===== config.mk =====
export PLATFORM = sky130hd
export DESIGN_NAME = clock_module_event_control
export DESIGN_NICKNAME = d
export VERILOG_FILES = /design/src/clock_event_pkg.sv /design/src/clock_module_event_control.sv
export SDC_FILE = /design/constraint.sdc
export NUM_CORES = 1
export LEC_CHECK = 0
export ABC_AREA = 0
export CORE_MARGIN = 1.5
export CORE_UTILIZATION = 25
export CTS_CLUSTER_SIZE = 24
export DETAILED_ROUTE_END_ITERATION = 12
export DONT_BUFFER_PORTS = 1
export GPL_ROUTABILITY_DRIVEN = 0
export GPL_TIMING_DRIVEN = 0
export SLEW_MARGIN = 40
export SYNTH_ARGS = -nofsm -noshare
export SYNTH_HDL_FRONTEND = slang
export SYNTH_SLANG_ARGS = --single-unit
export TNS_END_PERCENT = 20

===== constraint.sdc =====
create_clock -name pclk -period 2.5 [get_ports pclk]
set_input_delay 0.625 -clock pclk [delete_from_list [all_inputs] [get_ports pclk]]
set_output_delay 0.625 -clock pclk [all_outputs]
set_load 0.02 [all_outputs]

===== src/clock_event_pkg.sv =====
// How it works
// - ref-fail flag with enable bit 0 raises the global timing-service output.
// - tx underrun or overrun flag with enable bit 1 raises global service.
// - writing one to bit 2 pulses a counter snapshot; stored level ignored.
// - rx underrun or overrun flag with enable bit 3 raises global service.
// - reserved bit 4 written as zero by software; bits 15:8 read zero.
// - cell-loss flag with enable bit 5 raises global service.
// - out-of-sync flag with enable bit 6 raises global service.
// - control bit 7 enables the adaptive recovery receive circuit.
// - status bit 0 latches on reference clock failure.
// - ref-fail flag with free-run field 01 drives the holdover output.
// - status bit 1 latches on transmit time-stamp underrun.
// - status bit 2 latches on transmit time-stamp overrun.
// - status bit 3 latches on receive time-stamp underrun.
// - status bit 4 latches on receive time-stamp overrun.
// - status bit 5 latches on timing cell loss while receive enabled.
// - status bit 6 latches only on entry into out-of-sync.
// - writing one clears a status flag; writing zero leaves it.
// - status bit 15 reads one whenever any of bits 6:0 is set.
package clock_event_pkg;
  localparam int          ADDR_W          = 16;
  localparam int          EVT_N           = 7;
  localparam logic [15:0] CTRL_ADDR       = 16'h6080;
  localparam logic [15:0] STAT_ADDR       = 16'h6082;
  localparam logic [15:0] IRQ_EN_ADDR     = 16'h6084;
  localparam logic [15:0] IRQ_CLR_ADDR    = 16'h6086;
  localparam logic [15:0] HOLDOVER_OUTPUT_ADDR    = 16'h6090;
  localparam logic [7:0]  CTRL_RESET      = 8'h00;
  localparam logic [7:0]  CTRL_WMASK      = 8'hEF;
  localparam logic [1:0]  HOLDOVER_OUTPUT_RESET   = 2'h0;
  localparam logic [1:0]  HOLDOVER_OUTPUT_ON_FAIL = 2'h1;
  localparam int          B_REF           = 0;
  localparam int          B_TS_TX         = 1;
  localparam int          B_SNAP          = 2;
  localparam int          B_TS_RX         = 3;
  localparam int          B_LOSS          = 5;
  localparam int          B_DESYNC        = 6;
  localparam int          B_ACR           = 7;
  localparam int          E_REF           = 0;
  localparam int          E_TXU           = 1;
  localparam int          E_TXO           = 2;
  localparam int          E_RXU           = 3;
  localparam int          E_RXO           = 4;
  localparam int          E_LOSS          = 5;
  localparam int          E_DESYNC        = 6;
  localparam int          B_PEND          = 15;
endpackage : clock_event_pkg


===== src/clock_module_event_control.sv =====
// Implementation choice: the APB slave port.
`timescale 1ns/1ps
module clock_module_event_control
  import clock_event_pkg::*;
(
  // clock and reset
  input  wire logic        pclk,
  input  wire logic        presetn,
  // apb slave
  input  wire logic        psel,
  input  wire logic        penable,
  input  wire logic        pwrite,
  input  wire logic [15:0] paddr,
  input  wire logic [31:0] pwdata,
  input  wire logic [3:0]  pstrb,
  output logic      [31:0] prdata,
  output logic             pready,
  output logic             pslverr,
  // detector events, from pins of other blocks
  input  wire logic        ref_fail_in,
  input  wire logic        ts_tx_underrun_in,
  input  wire logic        ts_tx_overrun_in,
  input  wire logic        ts_rx_underrun_in,
  input  wire logic        ts_rx_overrun_in,
  input  wire logic        cell_loss_in,
  input  wire logic        out_of_sync_in,
  // outputs
  output logic             global_timing_service,
  output logic             holdover_output,
  output logic             counter_snapshot,
  output logic             acr_receive_enable,
  output logic             irq
);
  logic [EVT_N-1:0] raw_in;
  logic [EVT_N-1:0] sync1;
  logic [EVT_N-1:0] sync2;
  logic [EVT_N-1:0] sync3;
  logic [7:0]       ctrl;
  logic [1:0]       holdover_output_sel;
  logic [EVT_N-1:0] status;
  logic [EVT_N-1:0] irq_en;
  assign raw_in = {out_of_sync_in, cell_loss_in, ts_rx_overrun_in, ts_rx_underrun_in,
                   ts_tx_overrun_in, ts_tx_underrun_in, ref_fail_in};
  // two-flop synchroniser, third stage only for out-of-sync edge detection
  always_ff @(posedge pclk or negedge presetn)
    if (!presetn)
    begin
      sync1 <= '0;
      sync2 <= '0;
      sync3 <= '0;
    end
    else
    begin
      sync1 <= raw_in;
      sync2 <= sync1;
      sync3 <= sync2;
    end
  logic [15:0]      rd_word;

  // one address compare shared by every register decode
  function automatic logic addr_is(input logic [ADDR_W-1:0] addr, input logic [ADDR_W-1:0] reg_addr);
    return addr == reg_addr;
  endfunction : addr_is

  // apb decode; zero-wait slave, unmapped addresses answer with pslverr
  wire access   = psel && penable;
  wire setup    = psel && !penable;
  wire wr       = access && pwrite && pstrb[0];
  wire hit_ctrl = addr_is(paddr, CTRL_ADDR);
  wire hit_stat = addr_is(paddr, STAT_ADDR);
  wire hit_en   = addr_is(paddr, IRQ_EN_ADDR);
  wire hit_clr  = addr_is(paddr, IRQ_CLR_ADDR);
  wire hit_fr   = addr_is(paddr, HOLDOVER_OUTPUT_ADDR);
  wire mapped   = hit_ctrl | hit_stat | hit_en | hit_clr | hit_fr;
  wire wr_ctrl  = wr && hit_ctrl;
  wire wr_fr    = wr && hit_fr;
  wire wr_en    = wr && hit_en;
  wire wr_clr   = wr && (hit_stat || hit_clr);
  wire snap_req = wr_ctrl && pwdata[B_SNAP];
  wire [EVT_N-1:0] clr_mask = wr_clr ? pwdata[EVT_N-1:0] : '0;

  // event qualification
  wire [EVT_N-1:0] evt;
  assign evt[E_REF]    = sync2[E_REF];
  assign evt[E_TXU]    = sync2[E_TXU];
  assign evt[E_TXO]    = sync2[E_TXO];
  assign evt[E_RXU]    = sync2[E_RXU];
  assign evt[E_RXO]    = sync2[E_RXO];
  assign evt[E_LOSS]   = sync2[E_LOSS] && ctrl[B_ACR];
  // edge only, so a machine that stays out of sync does not refill a cleared flag
  assign evt[E_DESYNC] = sync2[E_DESYNC] && !sync3[E_DESYNC];

  // set wins over clear, so an event in the clearing cycle is not lost
  wire [EVT_N-1:0] next_status = (status & ~clr_mask) | evt;

  wire service = (ctrl[B_REF] && status[E_REF])
              || (ctrl[B_TS_TX] && (status[E_TXU] || status[E_TXO]))
              || (ctrl[B_TS_RX] && (status[E_RXU] || status[E_RXO]))
              || (ctrl[B_LOSS] && status[E_LOSS])
              || (ctrl[B_DESYNC] && status[E_DESYNC]);
  wire holdover_next = status[E_REF] && (holdover_output_sel == HOLDOVER_OUTPUT_ON_FAIL);
  wire irq_next      = |(status & irq_en);

  always_comb
  begin
    rd_word = '0;
    if (hit_ctrl)
      rd_word = {8'h00, ctrl};
    else if (hit_stat)
      rd_word = {|status, 8'h00, status};
    else if (hit_en)
      rd_word = {9'h000, irq_en};
    else if (hit_fr)
      rd_word = {14'h0000, holdover_output_sel};
  end

  // status flags, one flop per event
  genvar gi;
  generate
    for (gi = 0; gi < EVT_N; gi++)
    begin : g_flag
      always_ff @(posedge pclk or negedge presetn)
        if (!presetn)
        begin
          status[gi] <= 1'b0;
        end
        else
        begin
          status[gi] <= next_status[gi];
        end
    end
  endgenerate

  // control register; reserved bit 4 never stored
  always_ff @(posedge pclk or negedge presetn)
    if (!presetn)
    begin
      ctrl <= CTRL_RESET;
    end
    else if (wr_ctrl)
    begin
      ctrl <= pwdata[7:0] & CTRL_WMASK;
    end

  // free-run field standing in for the master clock generation control
  always_ff @(posedge pclk or negedge presetn)
    if (!presetn)
    begin
      holdover_output_sel <= HOLDOVER_OUTPUT_RESET;
    end
    else if (wr_fr)
    begin
      holdover_output_sel <= pwdata[1:0];
    end

  // interrupt enables
  always_ff @(posedge pclk or negedge presetn)
    if (!presetn)
    begin
      irq_en <= '0;
    end
    else if (wr_en)
    begin
      irq_en <= pwdata[EVT_N-1:0];
    end

  // snapshot is a one-cycle pulse; the stored bit itself drives nothing
  always_ff @(posedge pclk or negedge presetn)
    if (!presetn)
    begin
      counter_snapshot <= 1'b0;
    end
    else
    begin
      counter_snapshot <= snap_req;
    end

  // global timing service
  always_ff @(posedge pclk or negedge presetn)
    if (!presetn)
    begin
      global_timing_service <= 1'b0;
    end
    else
    begin
      global_timing_service <= service;
    end

  // free-run output
  always_ff @(posedge pclk or negedge presetn)
    if (!presetn)
    begin
      holdover_output <= 1'b0;
    end
    else
    begin
      holdover_output <= holdover_next;
    end

  // receive circuit enable
  always_ff @(posedge pclk or negedge presetn)
    if (!presetn)
    begin
      acr_receive_enable <= 1'b0;
    end
    else
    begin
      acr_receive_enable <= ctrl[B_ACR];
    end

  // level interrupt
  always_ff @(posedge pclk or negedge presetn)
    if (!presetn)
    begin
      irq <= 1'b0;
    end
    else
    begin
      irq <= irq_next;
    end

  // ready is registered from setup, so every access has exactly one cycle
  always_ff @(posedge pclk or negedge presetn)
    if (!presetn)
    begin
      pready <= 1'b0;
    end
    else
    begin
      pready <= setup;
    end

  // error response for unmapped addresses
  always_ff @(posedge pclk or negedge presetn)
    if (!presetn)
    begin
      pslverr <= 1'b0;
    end
    else
    begin
      pslverr <= setup && !mapped;
    end

  // read data, zero outside the access cycle
  always_ff @(posedge pclk or negedge presetn)
    if (!presetn)
    begin
      prdata <= '0;
    end
    else
    begin
      prdata <= setup ? {16'h0000, rd_word} : '0;
    end

  snapshot_pulse_a: assert property (@(posedge pclk) disable iff (!presetn)
    counter_snapshot |=> !counter_snapshot) else $error("snapshot longer than one cycle");
  snap_write_a: assert property (@(posedge pclk) disable iff (!presetn)
    snap_req |=> counter_snapshot) else $error("snapshot pulse missing");
  flag_held_a: assert property (@(posedge pclk) disable iff (!presetn)
    evt[E_REF] |=> status[E_REF]) else $error("ref fail event lost");
  service_ref_a: assert property (@(posedge pclk) disable iff (!presetn)
    (ctrl[B_REF] && status[E_REF]) |=> global_timing_service) else $error("service missing");
  service_tx_a: assert property (@(posedge pclk) disable iff (!presetn)
    (ctrl[B_TS_TX] && (status[E_TXU] || status[E_TXO])) |=> global_timing_service)
    else $error("tx service missing");
  service_rx_a: assert property (@(posedge pclk) disable iff (!presetn)
    (ctrl[B_TS_RX] && (status[E_RXU] || status[E_RXO])) |=> global_timing_service)
    else $error("rx service missing");
  service_loss_a: assert property (@(posedge pclk) disable iff (!presetn)
    (ctrl[B_LOSS] && status[E_LOSS]) |=> global_timing_service) else $error("loss service missing");
  service_sync_a: assert property (@(posedge pclk) disable iff (!presetn)
    (ctrl[B_DESYNC] && status[E_DESYNC]) |=> global_timing_service) else $error("sync service missing");
  service_idle_a: assert property (@(posedge pclk) disable iff (!presetn)
    !service |=> !global_timing_service) else $error("service without enabled flag");
  ref_latch_a: assert property (@(posedge pclk) disable iff (!presetn)
    sync2[E_REF] |=> status[E_REF]) else $error("ref fail not latched");
  txu_latch_a: assert property (@(posedge pclk) disable iff (!presetn)
    sync2[E_TXU] |=> status[E_TXU]) else $error("tx underrun not latched");
  txo_latch_a: assert property (@(posedge pclk) disable iff (!presetn)
    sync2[E_TXO] |=> status[E_TXO]) else $error("tx overrun not latched");
  rxu_latch_a: assert property (@(posedge pclk) disable iff (!presetn)
    sync2[E_RXU] |=> status[E_RXU]) else $error("rx underrun not latched");
  rxo_latch_a: assert property (@(posedge pclk) disable iff (!presetn)
    sync2[E_RXO] |=> status[E_RXO]) else $error("rx overrun not latched");
  loss_latch_a: assert property (@(posedge pclk) disable iff (!presetn)
    (sync2[E_LOSS] && ctrl[B_ACR]) |=> status[E_LOSS]) else $error("cell loss not latched");
  desync_edge_a: assert property (@(posedge pclk) disable iff (!presetn)
    (sync2[E_DESYNC] && sync3[E_DESYNC] && !status[E_DESYNC]) |=> !status[E_DESYNC])
    else $error("desync set without edge");
  loss_gate_a: assert property (@(posedge pclk) disable iff (!presetn)
    (!ctrl[B_ACR] && !status[E_LOSS]) |=> !status[E_LOSS]) else $error("loss while disabled");
  clear_flag_a: assert property (@(posedge pclk) disable iff (!presetn)
    (clr_mask[E_TXU] && !evt[E_TXU]) |=> !status[E_TXU]) else $error("clear failed");
  zero_keeps_a: assert property (@(posedge pclk) disable iff (!presetn)
    (status[E_RXO] && !clr_mask[E_RXO]) |=> status[E_RXO]) else $error("flag lost without clear");
  pend_set_a: assert property (@(posedge pclk) disable iff (!presetn)
    (setup && hit_stat && (|status)) |=> prdata[B_PEND]) else $error("pending bit missing");
  pend_clear_a: assert property (@(posedge pclk) disable iff (!presetn)
    (setup && hit_stat && !(|status)) |=> !prdata[B_PEND]) else $error("pending bit without flag");
  holdover_out_a: assert property (@(posedge pclk) disable iff (!presetn)
    (status[E_REF] && holdover_output_sel == HOLDOVER_OUTPUT_ON_FAIL) |=> holdover_output) else $error("no holdover");
  holdover_off_a: assert property (@(posedge pclk) disable iff (!presetn)
    !holdover_next |=> !holdover_output) else $error("holdover without cause");
  acr_follow_a: assert property (@(posedge pclk) disable iff (!presetn)
    acr_receive_enable == $past(ctrl[B_ACR])) else $error("acr enable mismatch");
  ctrl_high_a: assert property (@(posedge pclk) disable iff (!presetn)
    (ctrl & ~CTRL_WMASK) == 8'h00) else $error("reserved bit stored");
  ctrl_upper_a: assert property (@(posedge pclk) disable iff (!presetn)
    (setup && hit_ctrl) |=> prdata[15:8] == 8'h00) else $error("upper control bits not zero");
  irq_level_a: assert property (@(posedge pclk) disable iff (!presetn)
    irq_next |=> irq) else $error("interrupt missing");
  ready_one_a: assert property (@(posedge pclk) disable iff (!presetn)
    pready |=> !pready) else $error("ready longer than one cycle");
endmodule : clock_module_event_control


; Word level (Yosys, flattened, before mapping)
; Cells that the tools add are included.
[op_classes]
n_eq_ne = 6
muxes = 6
bitwise = 8
reduce_logical = 30
[op_table]
columns = cell, count
row1 = $eq A16 B15 Y1 const B, 5
row2 = $mux W16, 4
row3 = $logic_and A1 B1 Y1, 18
row4 = $and A7 B7 Y7, 2
row5 = $reduce_or A7 Y1, 2
row6 = $logic_or A1 B1 Y1, 7
row7 = $mux W7, 1
row8 = $not A7 Y7, 1
row9 = $or A7 B7 Y7, 1
row10 = $or A1 B1 Y1, 4
row11 = $logic_not A1 Y1, 3
row12 = $eq A2 B1 Y1 const B, 1
row13 = $mux W2, 1
[word_totals]
reg_bits = 83
in_bits = 64
output_inout_bits = 39
elab_cells = 71

; Longest topological paths before layout
[depth]
word_depth = 8
depth_mapped = 6
mapped_depth_nobuf = 4

; Least setup slack after synthesis
; No wires, ideal clock.
[synth_timing]
path_kind = in2reg
from = input paddr[2]
to = register holdover_output_sel[0]
setup_ps = 125
arrival_ps = 1818
required_time_ps = 2375
setup_slack_ps = 557
cell_stages = 5
path_buffers = 1
cell_sequence = buf_2 -> nor4_1 -> nand2_1 -> nor4_1 -> mux2_2
[synth_via]
elab_chain_cells = 2
[synth_lines]
columns = element, line_no
row1 = "start, declared", clock_module_event_control.sv:13  ; input wire logic [15:0] paddr,
row2 = $eq A16 B15 Y1, clock_module_event_control.sv:62  ; return addr == reg_addr;
row3 = $logic_and A1 B1 Y1, clock_module_event_control.sv:76  ; wire wr_fr = wr && hit_fr;
row4 = "end signal, assigned", clock_module_event_control.sv:153  ; holdover_output_sel <= pwdata[1:0];
row5 = "end, declared", clock_module_event_control.sv:39  ; logic [1:0] holdover_output_sel;
; No other way between the ends.
; A chain may end at the register's enable or synchronous reset.

; Final worst setup path
[layout_timing]
from = input pwrite
to = register irq_en[5]
[layout_via]
elab_chain_cells = 3
[layout_lines]
columns = element, line_no
row1 = "start, declared", clock_module_event_control.sv:12  ; input wire logic pwrite,
row2 = $logic_and A1 B1 Y1 (2 in a row), clock_module_event_control.sv:68  ; wire wr = access && pwrite && pstrb[0];
row3 = $logic_and A1 B1 Y1, clock_module_event_control.sv:77  ; wire wr_en = wr && hit_en;
row4 = "end signal, assigned", clock_module_event_control.sv:164  ; irq_en <= pwdata[EVT_N-1:0];
row5 = "end, declared", clock_module_event_control.sv:41  ; logic [EVT_N-1:0] irq_en;
; No other way between the ends.

==> impl_metrics.env <==
export IMPL_syn_inst=181
export IMPL_port_buffer_count=0
export IMPL_initial_utilization_pct=26.0
export IMPL_cts_max_level=2
export IMPL_pre_cts_slack_ns=0.224
export IMPL_synth_edff_count=0
export IMPL_cap_violations=0
export IMPL_maxSlewHeadroom_pct=48.0
export IMPL_ys_flop_type="dfrtp_1"
export IMPL_finalSetupViolCount=0
export IMPL_synth_top_area_share_pct=58.9
export IMPL_die_area_mm2=0.00976
export IMPL_grtUsageTotal_pct=10.5
export IMPL_dr_total_vias=1420
export IMPL_fin_crit_sh_pct=77.3
export IMPL_die_w_um=98.8
export IMPL_min_period_ns=1.93
export IMPL_grt_overflow_total=0
export IMPL_maxSlewViolCount=0
export IMPL_cts_tree="built"
export IMPL_ys_seq_elements=54
export IMPL_clk_path_buf_depth=2
export IMPL_cp_max_fo=10
export IMPL_syn_area_per_cell_um2=12.7
export IMPL_diodes=0
export IMPL_synthTopCellsByCount="dfrtp_1 (54), buf_4 (23), nor2_1 (16)"
export IMPL_violations="DRC"
export IMPL_drt_iter0_markers=109
export IMPL_clk_latency_ns=0.30
export IMPL_ys_warn_count=0
export IMPL_fmax_mhz=517
export IMPL_drive_above_1_share_pct=26.3
export IMPL_synth_seq_area_share_pct=58.9
export IMPL_grt_pass1_vias=1452
export IMPL_cts_sinks=54
export IMPL_tns_ns=0
export IMPL_hp_class="primary input to async pin"
export IMPL_synth_cell_types=37
export IMPL_antenna_found_initial=0
export IMPL_yosysMostFrequentCell="dfrtp_1"
export IMPL_ant_nets=0
export IMPL_viasPerCell=4.42
export IMPL_ctsResizeCount=0
export IMPL_syn_cell_area_mm2=0.00229
export IMPL_num_rows=34
export IMPL_worstSetupPathType="primary input to flip-flop"
export IMPL_synthArstFlopShare_pct=100
export IMPL_routed_wl_um=4910
export IMPL_skew_ns=0.00697
export IMPL_hold_buffers=2
export IMPL_post_dp_hpwl_um=3590
export IMPL_tightest_slew_ns=0.774
export IMPL_cts_setup_buffers=0
export IMPL_numCtsBuffers=5
export IMPL_cts_root_buffer="clkbuf_8"
export IMPL_clk_pin_slew_ns=0.09
export IMPL_drc=5
export IMPL_yosys_area_top_type="dfrtp_1"
export IMPL_critPathRequiredTime_ns=2.69
export IMPL_setup_slack_ns=0.568
export IMPL_ir_drop_v=0.000200
export IMPL_wire_per_inst_um=15.3
export IMPL_first_pass_iters=10
export IMPL_io_pins=103
export IMPL_rsz0062_at_grt="false"
export IMPL_start_kind="primary input"
export IMPL_cp_arrival_ns=2.13
export IMPL_endpoint_kind="flip-flop"
export IMPL_p_leak_uw=0.00122
export IMPL_rr_worst_depth=3
export IMPL_die_height_um=98.8
export IMPL_netlist_top_cells_area="dfrtp_1 (59%), buf_4 (7.5%), mux2_2 (7.4%), nand4_1 (2.7%), nor2_1 (2.6%)"
export IMPL_hold_viol=0
export IMPL_area_growth_syn_to_layout_pct=15.9
export IMPL_status="finished with violations"
export IMPL_power_density_mw_per_mm2=596
export IMPL_nets=276
export IMPL_grt_max_degree=44
export IMPL_coreArea_mm2=0.00881
export IMPL_grt_pass1_wl_um=7890
==> cells by family after synthesis <==
kind of cell	share of synthesized area [%]
DFF	58.9
and+or+nand+nor	13.7
buffers and inverters	9.06
AOI/OAI and AO/OA	9.00
muxes	9.11
other	0.164
==> power breakdown <==
group / switching, uW / internal (uW)
combinational: 70.8 / 42.4
sequential: 6.04 / 886
clock: 280 / 299
total: 357 / 1230
==> placed cells by master, fill, tap and decap left out, types with 2 or more instances in the layout <==
cell and instances:
clkbuf_8 5, inv_1 3, a222oi_1 2, nand2_1 4, clkbuf_1 3, a22o_1 2
mux2i_1 4, nand4_1 10, nor2_1 16, nor4_1 3, o21ai_0 2, o31a_1 2
mux2_2 15, conb_1 23, buf_4 23, a21o_1 5, nor2b_1 3, a21oi_1 5
dfrtp_1 54, nand3_1 3, a22oi_1 5
==> through the flow <==
| step | std cells | cell area [um2] | util, % | hold slack, ns | power, uW |
|---|---|---|---|---|---|
| 5_1_grt | 321 | 2660 | 30.2 | 0.145 | 1650 |
| 6_report | 321 | 2660 | 30.2 | 0.145 | 1580 |
| 2_1_floorplan | 203 | 2380 | - | 0.329 | 992 |
| 4_1_cts | 321 | 2660 | 30.2 | 0.150 | 1600 |
| 3_3_place_gp | 311 | 2510 | 28.5 | 0.332 | 1000 |
| 3_5_place_dp | 311 | 2510 | 28.5 | 0.332 | 1000 |
==> state kept, by name, summed over array words and instances, names as in the netlist, 2 cells and up <==
signal / count
ctrl: 7
holdover_output_sel: 2
irq_en: 7
prdata: 9
status: 7
sync1: 7
sync2: 7
==> layer usage <==
metal / GRT usage [%] / vias up / share of wire [%]
met2: 16.1 / 56 / 46
met3: 2.77 / 9 / 7.2
met1: 13.7 / 685 / 45
li1: - / 670 / -
met4: 5.38 / 0 / 2.0
met5: 0 / - / 0
==> worst max-delay path: stages <==
cell and delay [ns]:
nand4_1 0.16, nor4_4 0.62, nand3_2 0.35, mux2_2 0.36
==> worst paths after layout <==
kind	from	end	slack, ns
worst max-delay path	pwrite	irq_en[5]	0.57
worst min-delay path	presetn	sync2[3]	0.15
worst max register to register	status[4]	prdata[15]	1.07
worst min register to register	sync1[0]	sync2[0]	0.36
max in group asynchronous	presetn	ctrl[5]	1.42
min in group pclk	ts_rx_underrun_in	sync1[3]	0.34
==> layout make-up <==
cell class / instances / area, um2
clock inverter: 2 / 37.5
multi-input combinational: 119 / 817
inverter: 3 / 11.3
fill: 876 / 6150
timing repair buffer: 2 / 37.5
buffer: 27 / 196
clock buffer: 6 / 72.6
sequential: 54 / 1350
tap: 108 / 135
Note: power is estimated with default switching activity, not from simulation.
